==> src/logic/sram_port_pkg.sv <==
package sram_port_pkg;
    localparam int ADDR_W = 16;
    localparam int DATA_W = 16;
    localparam int LANE_W = 8;
    localparam logic [16:0] WORD_COUNT = 17'h10000;
    // Pin timing in ns, counts are cycles of the 4 ns clock
    localparam int CLK_PERIOD_NS = 4;
    localparam int ACCESS_TIME_NS = 15;
    localparam int WRITE_PULSE_NS = 15;
    localparam int TURN_TIME_NS = 7;
    localparam logic [3:0] ACCESS_CYCLES =
        4'((ACCESS_TIME_NS + CLK_PERIOD_NS - 1) / CLK_PERIOD_NS);
    localparam logic [3:0] WRITE_CYCLES =
        4'((WRITE_PULSE_NS + CLK_PERIOD_NS - 1) / CLK_PERIOD_NS);
    localparam logic [3:0] TURN_CYCLES =
        4'((TURN_TIME_NS + CLK_PERIOD_NS - 1) / CLK_PERIOD_NS);
    localparam logic [3:0] COUNT_RESET = 4'h0;
    localparam logic [15:0] ADDR_RESET = 16'h0000;
    localparam logic [15:0] DATA_RESET = 16'h0000;
    localparam logic [1:0] LANES_RESET = 2'h0;
endpackage : sram_port_pkg

==> src/logic/pin_sync_if.sv <==
`timescale 1ns/1ns
`default_nettype none
interface pin_sync_if;
    logic [15:0] raw;
    logic [15:0] synced;
    modport owner (output raw, input synced);
    modport stage (input raw, output synced);
endinterface : pin_sync_if
`default_nettype wire

==> src/logic/pin_sync.sv <==
`timescale 1ns/1ns
`default_nettype none
module pin_sync
    import sram_port_pkg::*;
(
    input wire logic mclk_in,
    input wire logic rst_n_in,
    pin_sync_if.stage port
);
    logic [15:0] first;
    logic [15:0] second;
    logic [15:0] next_first;
    logic [15:0] next_second;

    always_comb
    begin
        next_first = rst_n_in ? port.raw : DATA_RESET;
        next_second = rst_n_in ? first : DATA_RESET;
    end

    always_ff @(posedge mclk_in)
    begin
        first <= next_first;
        second <= next_second;
    end

    assign port.synced = second;
endmodule : pin_sync
`default_nettype wire

==> src/logic/sram_host_port.sv <==
`timescale 1ns/1ns
`default_nettype none
module sram_host_port
    import sram_port_pkg::*;
(
    input wire logic mclk_in,
    input wire logic rst_n_in,
    input wire logic req_valid_in,
    input wire logic req_write_in,
    input wire logic [15:0] req_addr_in,
    input wire logic [15:0] req_wdata_in,
    input wire logic [1:0] req_lanes_in,
    output logic req_ready_out,
    output logic rsp_valid_out,
    output logic [15:0] rsp_rdata_out,
    output logic [15:0] word_address_out,
    output logic chip_select_n_out,
    output logic write_strobe_n_out,
    output logic output_enable_n_out,
    output logic lower_lane_select_n_out,
    output logic upper_lane_select_n_out,
    output logic [15:0] data_bus_out,
    output logic data_bus_oe_out,
    input wire logic [15:0] data_bus_in
);
    // ------------------------------------------------------------
    // Pin input synchroniser
    // ------------------------------------------------------------
    pin_sync_if sync_port ();
    assign sync_port.raw = data_bus_in;
    pin_sync u_sync (
        .mclk_in(mclk_in),
        .rst_n_in(rst_n_in),
        .port(sync_port)
    );

    // ------------------------------------------------------------
    // Sequencer
    // ------------------------------------------------------------
    typedef enum logic [2:0] {
        IDLE = 3'b000,
        READ = 3'b001,
        CAPTURE = 3'b010,
        WRITE = 3'b011,
        TURN = 3'b100
    } state_t;

    state_t state;
    state_t next_state;
    logic [3:0] count;
    logic [3:0] next_count;
    logic [15:0] addr;
    logic [15:0] next_addr;
    logic [15:0] wdata;
    logic [15:0] next_wdata;
    logic [1:0] lanes;
    logic [1:0] next_lanes;
    logic [1:0] lane_n;
    logic [1:0] next_lane_n;
    logic [15:0] rdata;
    logic [15:0] next_rdata;
    logic ready;
    logic next_ready;
    logic rsp;
    logic next_rsp;
    logic ce_n;
    logic next_ce_n;
    logic we_n;
    logic next_we_n;
    logic oe_n;
    logic next_oe_n;
    logic drive;
    logic next_drive;

    always_comb
    begin
        next_state = state;
        next_count = count;
        next_addr = addr;
        next_wdata = wdata;
        next_lanes = lanes;
        next_rdata = rdata;
        next_ready = 1'b0;
        next_rsp = 1'b0;
        next_ce_n = 1'b1;
        next_we_n = 1'b1;
        next_oe_n = 1'b1;
        next_drive = 1'b0;
        unique case (state)
            IDLE:
            begin
                next_ready = 1'b1;
                if (ready && req_valid_in && req_lanes_in != 2'h0)
                begin
                    next_ready = 1'b0;
                    next_addr = req_addr_in;
                    next_wdata = req_wdata_in;
                    next_lanes = req_lanes_in;
                    next_count = COUNT_RESET;
                    next_ce_n = 1'b0;
                    if (req_write_in)
                    begin
                        // Write data is driven only with output enable high
                        next_state = WRITE;
                        next_we_n = 1'b0;
                        next_drive = 1'b1;
                    end
                    else
                    begin
                        next_state = READ;
                        next_oe_n = 1'b0;
                    end
                end
            end
            READ:
            begin
                next_ce_n = 1'b0;
                next_oe_n = 1'b0;
                next_count = count + 4'h1;
                // Two extra cycles cover the pin synchroniser
                if (count == ACCESS_CYCLES + 4'h1)
                begin
                    next_state = CAPTURE;
                end
            end
            CAPTURE:
            begin
                next_rdata[7:0] = lanes[0] ? sync_port.synced[7:0] : 8'h00;
                next_rdata[15:8] = lanes[1] ? sync_port.synced[15:8] : 8'h00;
                next_rsp = 1'b1;
                next_count = COUNT_RESET;
                next_state = TURN;
            end
            WRITE:
            begin
                next_ce_n = 1'b0;
                next_count = count + 4'h1;
                if (count == WRITE_CYCLES - 4'h1)
                begin
                    // Strobe rises first; data held one more cycle
                    next_drive = 1'b1;
                    next_count = COUNT_RESET;
                    next_state = TURN;
                end
                else
                begin
                    next_we_n = 1'b0;
                    next_drive = 1'b1;
                end
            end
            TURN:
            begin
                // Deselect lets the device power down and float its bus
                next_count = count + 4'h1;
                if (count == TURN_CYCLES - 4'h1)
                begin
                    next_state = IDLE;
                    next_ready = 1'b1;
                end
            end
            default:
            begin
                next_state = IDLE;
            end
        endcase
        if (!rst_n_in)
        begin
            next_state = IDLE;
            next_count = COUNT_RESET;
            next_addr = ADDR_RESET;
            next_wdata = DATA_RESET;
            next_lanes = LANES_RESET;
            next_rdata = DATA_RESET;
            next_ready = 1'b0;
            next_rsp = 1'b0;
            next_ce_n = 1'b1;
            next_we_n = 1'b1;
            next_oe_n = 1'b1;
            next_drive = 1'b0;
        end
        // Lane pins come from their own flops, not from an inverter
        next_lane_n = ~next_lanes;
    end

    always_ff @(posedge mclk_in)
    begin
        state <= next_state;
        count <= next_count;
        addr <= next_addr;
        wdata <= next_wdata;
        lanes <= next_lanes;
        rdata <= next_rdata;
        ready <= next_ready;
        rsp <= next_rsp;
        ce_n <= next_ce_n;
        we_n <= next_we_n;
        oe_n <= next_oe_n;
        drive <= next_drive;
        lane_n <= next_lane_n;
    end

    assign req_ready_out = ready;
    assign rsp_valid_out = rsp;
    assign rsp_rdata_out = rdata;
    assign word_address_out = addr;
    assign chip_select_n_out = ce_n;
    assign write_strobe_n_out = we_n;
    assign output_enable_n_out = oe_n;
    assign lower_lane_select_n_out = lane_n[0];
    assign upper_lane_select_n_out = lane_n[1];
    assign data_bus_out = wdata;
    assign data_bus_oe_out = drive;
endmodule : sram_host_port
`default_nettype wire

==> config.mk <==
export PLATFORM = sky130hd
export DESIGN_NAME = sram_host_port
export DESIGN_NICKNAME = d
export VERILOG_FILES = /design/src/logic/sram_port_pkg.sv /design/src/logic/pin_sync_if.sv /design/src/logic/pin_sync.sv /design/src/logic/sram_host_port.sv
export SDC_FILE = /design/constraint.sdc
export NUM_CORES = 1
export LEC_CHECK = 0
export ABC_CLOCK_PERIOD_IN_PS = 2100
export BUFFER_PORTS_ARGS = -buffer_cell sky130_fd_sc_hd__buf_2
export CORE_MARGIN = 4
export CORE_UTILIZATION = 30
export DETAILED_ROUTE_END_ITERATION = 6
export PLACE_DENSITY_LB_ADDON = 0.3
export SLEW_MARGIN = 10
export SYNTH_ARGS = -nofsm -noshare
export SYNTH_HDL_FRONTEND = slang
export SYNTH_HIERARCHICAL = 1
export SYNTH_SLANG_ARGS = --single-unit
==> constraint.sdc <==
create_clock -name mclk_in -period 2.1 [get_ports mclk_in]
set_input_delay 0 -clock mclk_in [delete_from_list [all_inputs] [get_ports mclk_in]]
set_output_delay 0 -clock mclk_in [all_outputs]
set_load 0.05 [all_outputs]
### After elaboration in Yosys (flattened, before gate mapping)

Index checks and enable logic that the tools add are counted.

* add/subtract/negate cells: 1
* equal/unequal tests: 11
* mux-type cells: 28
* reduce and logical (&&, ||, !) cells: 10
* bitwise gates (word level): 1

Operator list (number)
* 8-bit two-way mux: 2
* 4-bit case mux with 4 select lines: 1
* 3-bit case mux with 5 select lines: 1
* 3-bit two-way mux: 4
* 1-bit case mux with 2 select lines: 5
* 1-bit two-way mux: 9
* 2-bit two-way mux: 4
* 4-bit two-way mux: 2
* 2-bit inequality test, second input constant: 4
* 3-bit by 2-bit == test with 1-bit output, second input constant: 2
* 4-bit by 1-bit adder with 4-bit output, second input constant: 1
* 4-bit by 1-bit == test with 1-bit output, second input constant: 1
* 4-bit by 2-bit == test with 1-bit output, second input constant: 1
* 4-bit by 3-bit == test with 1-bit output, second input constant: 1
* 2-bit AND reduction: 2
* 4-bit AND reduction: 1
* 4-bit nonzero test: 1
* 2-bit OR reduction: 2
* 3-bit by 1-bit == test with 1-bit output, second input constant: 1
* 3-bit == test, second input constant: 1
* 3-bit zero test: 1
* 1-bit logical AND: 2
* 2-bit inverter: 1
* 2-bit nonzero test: 1

* logic and storage cells: 66
* output and inout port bits: 56
* register bits after elaboration: 97

### Logic depth before layout (Yosys ltp)

Gate-level depths: netlist (run 1).

* depth after elaboration: 6
* gate-level depth with buffers: 7
* gate-level depth less buffers: 6

### Hierarchy

Netlist (run 1), hierarchy kept.

By module, submodules not included
* sram_host_port: seq. area each 1301.2 µm², cells an instance 258, instances 1, area each 2479.9 µm²
* pin_sync: seq. area each 640.6 µm², cells an instance 67, instances 1, area each 895.9 µm²

### Worst setup path before layout (run 1)

No wires, ideal clock.

* kind: register to register
* start: register ready (netlist: req_ready_out)
* end: register count[3]
* library setup time: 0.132 ns
* cell stages (with the launch flop): 5
* data required time: 1.968 ns
* arrival time: 1.421 ns
* path slack: 0.547 ns
* cell sequence: dfxtp_1 o211ai_1 a211oi_1 xnor2_1 nor2_1

* longest elaborated chain between the ends: 4

Ends and longest elaborated chain
* start, declared: RTL line sram_host_port.sv:62 `logic ready;`
* start signal, assigned: RTL line sram_host_port.sv:193 `ready <= next_ready;`
* 1-bit logical AND (2 in a row): RTL line sram_host_port.sv:93 `if (ready && req_valid_in && req_lanes_in != 2'h0)`
* 2-bit inequality test (no line)
* 2-bit AND reduction (no line)
* end signal, assigned: RTL line sram_host_port.sv:188 `count <= next_count;`
* end, declared: RTL line sram_host_port.sv:50 `logic [3:0] count;`

No other way between the ends.
A chain may end at the register's enable or synchronous reset.

### Worst setup path after layout (run 1)

* start: register state[1]
* end: register addr[9] (netlist: word_address_out[9])

* longest elaborated chain between the ends: 2

Ends and longest elaborated chain
* start, declared: RTL line sram_host_port.sv:48 `state_t state;`
* start signal, assigned: RTL line sram_host_port.sv:187 `state <= next_state;`
* 3-bit zero test: RTL line sram_host_port.sv:89 `unique case (state)`
* 2-bit AND reduction (no line)
* end signal, assigned: RTL line sram_host_port.sv:189 `addr <= next_addr;`
* end, declared: RTL line sram_host_port.sv:52 `logic [15:0] addr;`

No other way between the ends.

==> results.md, run 1 <==
* Status: finished clean
* Netlist Area Pre-Place at 3376 µm²
* Max cap viols at 0
* Max incr delay on CP at ~0.56 ns
* Dpl cell area at approximately 4000 µm²
* Antenna violations before repair at 0
* Area share of the largest cell type after synthesis at 0.5752
* TritonCTS clock tree: yes
* Core ar. at 10940 µm²
* Post-synth top flop: dfxtp_1
* Initial cell density of the core at 0.3087
* Buf/Inv on CP at 1
* EDFF count, synth at 0
* Tmin final at 1.646 ns
* Hold WS at between 0.02 and 0.03 ns
* Routing usage on met3 at 0.03805
* Commonest non-fill, non-tap cell in the layout: buf_2
* Hold Violations, Final at 0
* First-pass GRT wire length at approximately 13 mm
* Port buffer count at 109
* Synthesis-to-layout area growth at 43.44%
* RSZ-0062 raised after global routing: no
* CTS buffer count at 9
* CP dominant cell by count: nand2_1
* Post-Synthesis Net Count at roughly 380
* # DRC at 0
* Worst EP arrival at approximately 1.9 ns
* Post-Place Setup Slack at around 0.47 ns
* Delay-heaviest family, CP: flip-flops
* Avg Vias per Cell at 4.344
* Worst setup path class: reg2reg
* Most frequent cells in the layout: buf_2, dfxtp_1, nand2_1
* DP Wirelength at between 5 and 6 mm
* Setup ws final at 0.4540 ns
* RePlAce Congestion at approximately 0.8
* Dominant cell type by area after synthesis: dfxtp_1
* Yosys warnings at 6
* Sequential element share of the synthesized area at 0.5752
* Top cells by area, synth: dfxtp_1, nand2_1, a21boi_1
* Die Span Y at 114.1 µm
* H-tree depth at 3
* Critical path endpoint category: flip-flop
* Worst-path fanout max at 27
* Period utilisation layout at 0.7838
* Post_cts resized at 0
* Vias post-DR at between 2k and 3k
* Mapped Cells at approximately 330
* Fin cells at 627
* Least-Margin Pin Slew at 0.5708 ns
* DR pass1 iterations at 4
* Die Wd at about 110 µm
* M2 GR Usage at 0.2158
* Drt total wl at 7.995 mm
* Die ar. at approximately 13000 µm²
* Worst-path cell chain: nor3_4 -> nand2_1 -> buf_4 -> nand2_1 -> a21boi_1
* Antenna Nets Post-Route at 0
* Maximum buffer depth of the clock tree at 2
* Worst-Skew Late Latency at about 0.33 ns
* Synth unique cells at 39
* Core Rows at 38
* Synth async-reset ratio at 0
* PwrDens at just under 900 nW/µm²
* Met1 Use GR at 0.1416
* CTS root buffer: clkbuf_16
* Min-Delay Path Class: in2reg
* GRT Max-Usage Layer: met2
* Core Util, Final at 0.4428
* Peak VDD IR at 0.3877 mV
* Pin count of the biggest net entering global routing at around 50
* CP Launch Type: flip-flop
* Placed cells at 560
* Clock skew at between 0.004 and 0.005 ns
* Routed WL per cell at ~13 µm
* LEAKAGE at between 2 and 2.5 nW
* Reg2Reg Setup Slack at 0.45 ns
* Critical Path RT at about 2.4 ns
* Final Instance Area at 4842 µm²
* Number of global-route vias before repair at between 2k and 3k
* Diode count at 0
* GRT Residual Overflow at 0
* Synthesized area per cell at 10.39 µm²
* Global-route usage over all layers at 0.1266
* Nets at about 540
* Slowest stage cell on the critical path: dfxtp_1
* Fmax at roughly 600 MHz
* Final TNS setup at 0 ns
* Clock tree sinks at a little under 100
* Share of layout cells above drive strength 1 at 0.3491
* Ports at 110
* Finish-stage setup viols at 0
* Slew headroom at 0.6162
* Clock Pin Slew Worst Setup and Hold Paths at about 0.07 ns
* Total power at 4.256 mW
* 1st-iter DRT viols at around 110
* FF+latch count, synth at 97
* Count of pins over their slew limit at 0
## cell type report
cell class,count,area (µm²)
Sequential cell,97,1942
Multi-Input combinational cell,206,1287
Inverter,2,7.507
Clock inverter,6,90.09
Clock buffer,10,239.0
Fill cell,1048,6093
Timing Repair Buffer,166,1101
Tap cell,140,175.2
## report_power, final
part	internal [mW]	switching, mW
sequential	1.92	0.0408
combinational	0.218	0.317
clock	1.08	0.680
## per-layer routing
| metal | share of wire | wire length (µm) | vias up |
|---|---|---|---|
| met5 | 0 | 0 | - |
| met4 | 0.033 | 262 | 0 |
| met3 | 0.041 | 328 | 18 |
| met2 | 0.51 | 4089 | 48 |
| met1 | 0.41 | 3314 | 1267 |
| li1 | - | - | 1391 |
## Yosys cell counts (2+ instances only)
library cell  instances
dfxtp_1              97
nand2_1              70
a21boi_1             32
and2_2               32
a22o_1               16
nor2_1                9
buf_4                 5
buf_6                 5
nand3_1               5
clkbuf_1              4
a211oi_1              3
a21boi_0              3
and2_1                3
buf_2                 3
clkbuf_2              3
nor2b_1               3
o21ai_0               3
a21oi_1               2
ha_1                  2
inv_1                 2
mux2i_1               2
nand2b_1              2
o21a_1                2
xnor2_1               2
## worst reg2reg max path, cell delays in order, from the launching register on
cell and delay [ns]:
dfxtp_1 0.56, nor3_4 0.10, nand2_1 0.29, buf_4 0.36
nand2_1 0.12, a21boi_1 0.15
## state kept, by name, summed over array words and instances (netlist names)
| register | count |
|---|---|
| rsp_valid_out | 1 |
| data_bus_out | 16 |
| count | 4 |
| write_strobe_n_out | 1 |
| lanes | 2 |
| word_address_out | 16 |
| u_sync/first | 16 |
| chip_select_n_out | 1 |
| req_ready_out | 1 |
| state | 3 |
| u_sync/port.synced | 16 |
| lane_n | 2 |
| rsp_rdata_out | 16 |
| output_enable_n_out | 1 |
| data_bus_oe_out | 1 |
## logic make-up after synthesis
family / after synthesis / synth area share
muxes: 2 / 0.005931
AOI/OAI and AO/OA: 70 / 0.1657
adders and majority gates: 2 / 0.007412
xor gates and xnor gates: 2 / 0.005190
DFF: 97 / 0.5752
buffers and inverters: 22 / 0.04336
and+or+nand+nor: 130 / 0.1972
## final timing paths
path | startpoint | cells past startpoint | endpoint
min | rst_n_in | 3 | chip_select_n_out
max reg2reg | state[1] | 5 | word_address_out[9]
min reg2reg | u_sync/port.synced[7] | 1 | rsp_rdata_out[7]
max | state[1] | 5 | word_address_out[9]
## timing repair
action                    in CTS  in global routing
buffers inserted               0                  0
hold buffers                  51                  0
hold endpoints to repair      51                  0
Note: power is estimated with default switching activity, not from simulation.
==> inputs of run 2 (changes only) <==
--- a/config.mk
+++ b/config.mk
@@ -5,7 +5,8 @@
 export SDC_FILE = /design/constraint.sdc
 export NUM_CORES = 1
 export LEC_CHECK = 0
-export ABC_CLOCK_PERIOD_IN_PS = 2100
+export ABC_AREA = 1
+export ABC_CLOCK_PERIOD_IN_PS = 1500
 export BUFFER_PORTS_ARGS = -buffer_cell sky130_fd_sc_hd__buf_2
 export CORE_MARGIN = 4
 export CORE_UTILIZATION = 30
==> constraint.sdc (replaced) <==
create_clock -name mclk_in -period 1.5 [get_ports mclk_in]
set_input_delay 0 -clock mclk_in [delete_from_list [all_inputs] [get_ports mclk_in]]
set_output_delay 0 -clock mclk_in [all_outputs]
set_load 0.05 [all_outputs]
==> results.md, run 2 <==
* Clock skew at 0.007678 ns
* # DRC at 0
* 1st-iter DRT viols at 99
* Slew headroom at 0.7982
* Least-Margin Pin Slew at slightly above 0.3 ns
* Tmin final at between 1 and 1.5 ns
* PwrDens at between 1500 and 2000 nW/µm²
* Setup ws final at 0.1198 ns
* RePlAce Congestion at approximately 0.89
* Antenna violations before repair at 0
* Worst setup path class: reg2reg
* Min-Delay Path Class: in2reg
* GRT Residual Overflow at 0
* CTS root buffer: clkbuf_16
* Number of global-route vias before repair at 3044
* Synthesized area per cell at 8.115 µm²
* Synthesis-to-layout area growth at 42.82%
* Top cells by area, synth: dfxtp_1, nand2_1, nor2_1
* H-tree depth at 3
* Initial cell density of the core at 0.3121
* Count leader, synth: dfxtp_1
* Hold WS at 0.1934 ns
* Yosys warnings at 6
* Worst-path cell chain: nor2_2 -> nand2_4 -> nor2_8 -> buf_6 -> o21ai_0 -> nor2_1
* Drt total wl at around 8.4 mm
* Critical Path RT at 1.77 ns
* Finish-stage setup viols at 0
* Post-Synthesis Net Count at roughly 480
* Synth unique cells at 26
* Peak VDD IR at between 0.7 and 0.8 mV
* Area share of the largest cell type after synthesis at 0.5617
* Clock tree sinks at just under 100
* Worst EP arrival at around 1.7 ns
* Nets at approximately 640
* DP Wirelength at about 5.6 mm
* Antenna Nets Post-Route at 0
* Pin count of the biggest net entering global routing at 65
* Worst-path fanout max at 22
* Share of layout cells above drive strength 1 at 0.2462
* Ports at 110
* Post-synth top flop: dfxtp_1
* Final TNS setup at 0 ns
* Final Instance Area at 4937 µm²
* TritonCTS clock tree: yes
* Mapped Cells at about 430
* Count of pins over their slew limit at 0
* Avg Vias per Cell at approximately 4.2
* LEAKAGE at between 2 and 3 nW
* Global-route usage over all layers at 0.1294
* Synth async-reset ratio at 0
* FF+latch count, synth at 97
* RSZ-0062 raised after global routing: no
* Period utilisation layout at 0.9202
* Commonest cells post-synth: dfxtp_1, nand2_1, nor2_1, inv_1, o21ai_0
* DR pass1 iterations at 6
* EDFF count, synth at 0
* Core Util, Final at 0.4457
* Status: finished clean
* Post-CTS Repair Setup Buffers at 0
* Netlist Area Pre-Place at ~3500 µm²
* Vias post-DR at between 3k and 4k
* CTS buffer count at 9
* Total power at between 7 and 8 mW
* Fmax at 724.5 MHz
* Diode count at 0
* Clock Pin Slew Worst Setup and Hold Paths at around 0.070 ns
* Post-Place Setup Slack at 0.08904 ns
* Hold Violations, Final at 0
* Most frequent cells in the layout: buf_2, dfxtp_1, nand2_1
* First-pass GRT wire length at about 14 mm
* Max cap viols at 0
* Port buffer count at approximately 110
* Placed cells at between 600 and 700
* Critical path endpoint category: flip-flop
* Maximum buffer depth of the clock tree at 2
* Sequential element share of the synthesized area at 0.5617
* Slowest stage cell on the critical path: dfxtp_1
* Die ar. at ~13000 µm²
* Commonest non-fill, non-tap cell in the layout: buf_2
* Dominant cell type by area after synthesis: dfxtp_1
* Worst-Skew Late Latency at 0.33 ns
* Max incr delay on CP at between 0.3 and 0.4 ns
* Routed WL per cell at 11.51 µm
* Fin cells at 733
* CP Launch Type: flip-flop
* Core ar. at around 11000 µm²
* Dpl cell area at between 4000 and 5000 µm²
* Core Rows at 38
* Die Wd at 115.3 µm
* Die Span Y at roughly 120 µm
run 2: repair_timing:
item,in CTS,in global routing
hold buffers,53,0
endpoints found under the setup margin,0,12
endpoints found under the hold margin,57,0
resized for setup,0,3
run 2: cell families (layout without fill, tap and decap cells):
family,count (synthesis),in the layout,synth area share
simple gates,197,197,0.2429
flops,97,97,0.5617
fa+ha+maj,2,2,0.007237
compound gates,58,58,0.08505
xor+xnor,2,2,0.005068
buf+inv,70,237,0.09808
run 2: worst paths after layout:
| check | startpoint | endpoint | slack [ns] | cells after the start |
|---|---|---|---|---|
| setup / recovery | state[1] | word_address_out[0] | 0.12 | 6 |
| hold reg to reg | u_sync/first[12] | u_sync/port.synced[12] | 0.41 | 2 |
| setup reg to reg | state[1] | word_address_out[0] | 0.12 | 6 |
| hold / removal | req_valid_in | write_strobe_n_out | 0.19 | 6 |
run 2: report_power, final:
| group | switching [mW] | internal (mW) |
|---|---|---|
| Clock | 0.945 | 1.31 |
| Sequential | 0.157 | 2.91 |
| Combinational | 1.82 | 0.690 |
| Total | 2.92 | 4.91 |
run 2: layout make-up:
cell class,instances,area (µm²)
clock inverter,5,62.56
tap,140,175.2
fill,1097,6141
sequential,97,1942
multi-input combinational,259,1176
timing repair buffer,170,1152
inverter,51,196.4
clock buffer,11,232.7
run 2: worst max-delay path, delay by kind of cell, from the launching register on:
| kind | cells | cell delay (ns) |
|---|---|---|
| AO/OA/AOI/OAI | 1 | 0.11 |
| AND/OR/NAND/NOR | 4 | 0.61 |
| buffers and inverters | 1 | 0.23 |
| flip-flops | 1 | 0.36 |
run 2: layer usage:
| metal | up-vias | GRT usage | wire, µm |
|---|---|---|---|
| met5 | - | 0 | 0 |
| met4 | 0 | 0.06025 | 218 |
| met3 | 18 | 0.03842 | 551 |
| met2 | 100 | 0.2157 | 3929 |
| met1 | 1357 | 0.1531 | 3735 |
| li1 | 1633 | - | - |
==> inputs of run 3 (changes only) <==
--- a/config.mk
+++ b/config.mk
@@ -15,5 +15,4 @@
 export SLEW_MARGIN = 10
 export SYNTH_ARGS = -nofsm -noshare
 export SYNTH_HDL_FRONTEND = slang
-export SYNTH_HIERARCHICAL = 1
 export SYNTH_SLANG_ARGS = --single-unit
==> results.md, run 3 <==
* Status: finished clean
* Ports at 110
* Nets at 630
* Setup ws final at ~0.16 ns
* Maximum buffer depth of the clock tree at 2
* RePlAce Congestion at 0.7797
* TritonCTS clock tree: yes
* GRT Residual Overflow at 0
* Synthesized area per cell at between 8 and 9 µm²
* Hold Violations, Final at 0
* Commonest non-fill, non-tap cell in the layout: buf_2
* EDFF count, synth at 0
* DP Wirelength at ~5.7 mm
* Sequential element share of the synthesized area at 0.5644
* Die Span Y at around 120 µm
* CTS buffer count at 9
* Post-Synthesis Net Count at 472
* Yosys warnings at 0
* Min-Delay Path Class: in2reg
* CP Launch Type: flip-flop
* Number of global-route vias before repair at roughly 3.2k
* Fmax at 748.9 MHz
* Tmin final at ~1.3 ns
* Post-Place Setup Slack at around 0.14 ns
* Sequential share of power at 0.455
* RSZ-0062 raised after global routing: no
* Core Rows at 38
* Max cap viols at 0
* Pint at 4.303 mW
* Most frequent cells in the layout: buf_2, dfxtp_1, nand2_1
* Hold WS at around 0.27 ns
* Count leader, synth: dfxtp_1
* H-tree depth at 3
* FF+latch count, synth at 97
* Top cells by area, synth: dfxtp_1, nand2_1, o21ai_0
* Area share of the largest cell type after synthesis at 0.5644
* Critical path endpoint category: flip-flop
* LEAKAGE at roughly 2.5 nW
* Worst setup path class: reg2reg
* Switching Share at 0.3165
* Clock power share at 0.346
* Worst-Skew Late Latency at between 0.3 and 0.4 ns
* PwrDens at around 1300 nW/µm²
* Area of the multi-input gates at 1176 µm²
* Count of pins over their slew limit at 0
* Gate power share at 0.199
* Netlist Area Pre-Place at 3441 µm²
* Clock tree sinks at between 90 and 100
* Mapped Cells at 416
* Post-synth top flop: dfxtp_1
* Period utilisation layout at 0.8901
* Port buffer count at between 100 and 150
* Initial cell density of the core at 0.3119
* First-pass GRT wire length at 14.21 mm
* Storage element area at 1944 µm²
* Least-Margin Pin Slew at 0.4421 ns
* # DRC at 0
* Diode count at 0
* Slew headroom at 0.7053
* Antenna Nets Post-Route at 0
* Pin count of the biggest net entering global routing at 62
* Dominant cell type by area after synthesis: dfxtp_1
* Synth unique cells at 24
* Final TNS setup at 0 ns
* Vias post-DR at 3099
* Core ar. at around 11000 µm²
* Die Wd at 115.1 µm
* Die ar. at 13250 µm²
* Synthesis-to-layout area growth at 42.58%
* Avg Vias per Cell at around 4.3
* DR pass1 iterations at 4
* Clock skew at roughly 0.010 ns
* Worst-path fanout max at 5
* Clock Pin Slew Worst Setup and Hold Paths at 0.07 ns
* Commonest cells post-synth: dfxtp_1, nand2_1, nor2_1, inv_1, o21ai_0
* Share of layout cells above drive strength 1 at 0.2815
* 1st-iter DRT viols at around 120
* Global-route usage over all layers at 0.1340
* Filler cell count at 1075
* Critical Path RT at about 1.8 ns
* Finish-stage setup viols at 0
* Antenna violations before repair at 0
* Post-CTS Repair Setup Buffers at 0
* Total power at approximately 6.3 mW
* Core Util, Final at 0.4448
* Drt total wl at between 8 and 9 mm
* Worst EP arrival at ~1.6 ns
* Routed WL per cell at ~12 µm
* Synth async-reset ratio at 0
* Psw at about 2 mW
* CTS root buffer: clkbuf_16
* Peak VDD IR at around 0.8 mV
==> run 3: cell types whose count changed in the layout (fill, tap and decap cells not counted), moves of 3 or more <==
cell	delta
buf_4	-3
o21ai_0	+8
clkinv_4	+4
o21ai_1	-7
nor2_1	-24
nor2_2	+12
==> run 3: power groups by stage <==
stage | Clock (mW) | Combinational (mW) | Sequential [mW]
after CTS | 2.25 | 1.26 | 2.86
after global placement | 0 | 1.15 | 2.92
after floorplan | 0 | 0.461 | 3.32
final | 2.18 | 1.25 | 2.87
after detailed placement | 0 | 1.16 | 2.92
after global routing | 2.37 | 1.37 | 2.89
==> run 3: worst max-delay path: stages, from the launching register on <==
cell and delay (ns):
dfxtp_2 0.37, ha_1 0.20, nand3_1 0.14, nand2_1 0.16, nand2_1 0.09, nor2_1 0.13, nand2_1 0.06, a21oi_1 0.12
==> run 3: final cells by class <==
cell class,instances,share of cell area
clock buffers,9,0.04591
clock inverters,7,0.01275
inverters,51,0.03953
multi-input cells,249,0.2397
flip-flops and latches,97,0.3963
well taps,140,0.03571
repair buffers,166,0.2300
==> run 3: per-layer routing <==
layer,global-route usage,vias up,share of wire
li1,-,1605,-
met2,0.2388,92,0.50
met4,0.05712,0,0.024
met5,0,-,0
met1,0.1462,1384,0.42
met3,0.04211,18,0.056
==> run 3: cell families after synthesis <==
group,share of synthesized area
adders and majority gates,0.007272
xor gates and xnor gates,0.005092
and+or+nand+nor,0.2342
DFF,0.5644
AOI/OAI and AO/OA,0.09527
buffers and inverters,0.09382
==> run 3: path summary, 6_finish.rpt <==
path                         start                     end  slack [ns]  depth (start not counted)
setup / recovery          count[0]                state[2]        0.16                          7
hold / removal        req_valid_in      write_strobe_n_out        0.27                          6
setup reg to reg          count[0]                state[2]        0.16                          7
hold reg to reg   u_sync.first[10]  u_sync.port.synced[10]        0.41                          2
==> run 3: per-stage QoR <==
| step | instances | area, µm² |
|---|---|---|
| floorplan | 416 | 3442 |
| global placement | 651 | 4096 |
| detailed placement | 651 | 4096 |
| CTS | 719 | 4905 |
| global route | 719 | 4906 |
| finish | 719 | 4906 |
==> run 3: what timing repair did <==
| action | in CTS | in global routing |
|---|---|---|
| resized for setup | 0 | 1 |
| hold buffers | 52 | 0 |
| endpoints found under the hold margin | 54 | 0 |
| setup endpoints to repair | 0 | 1 |
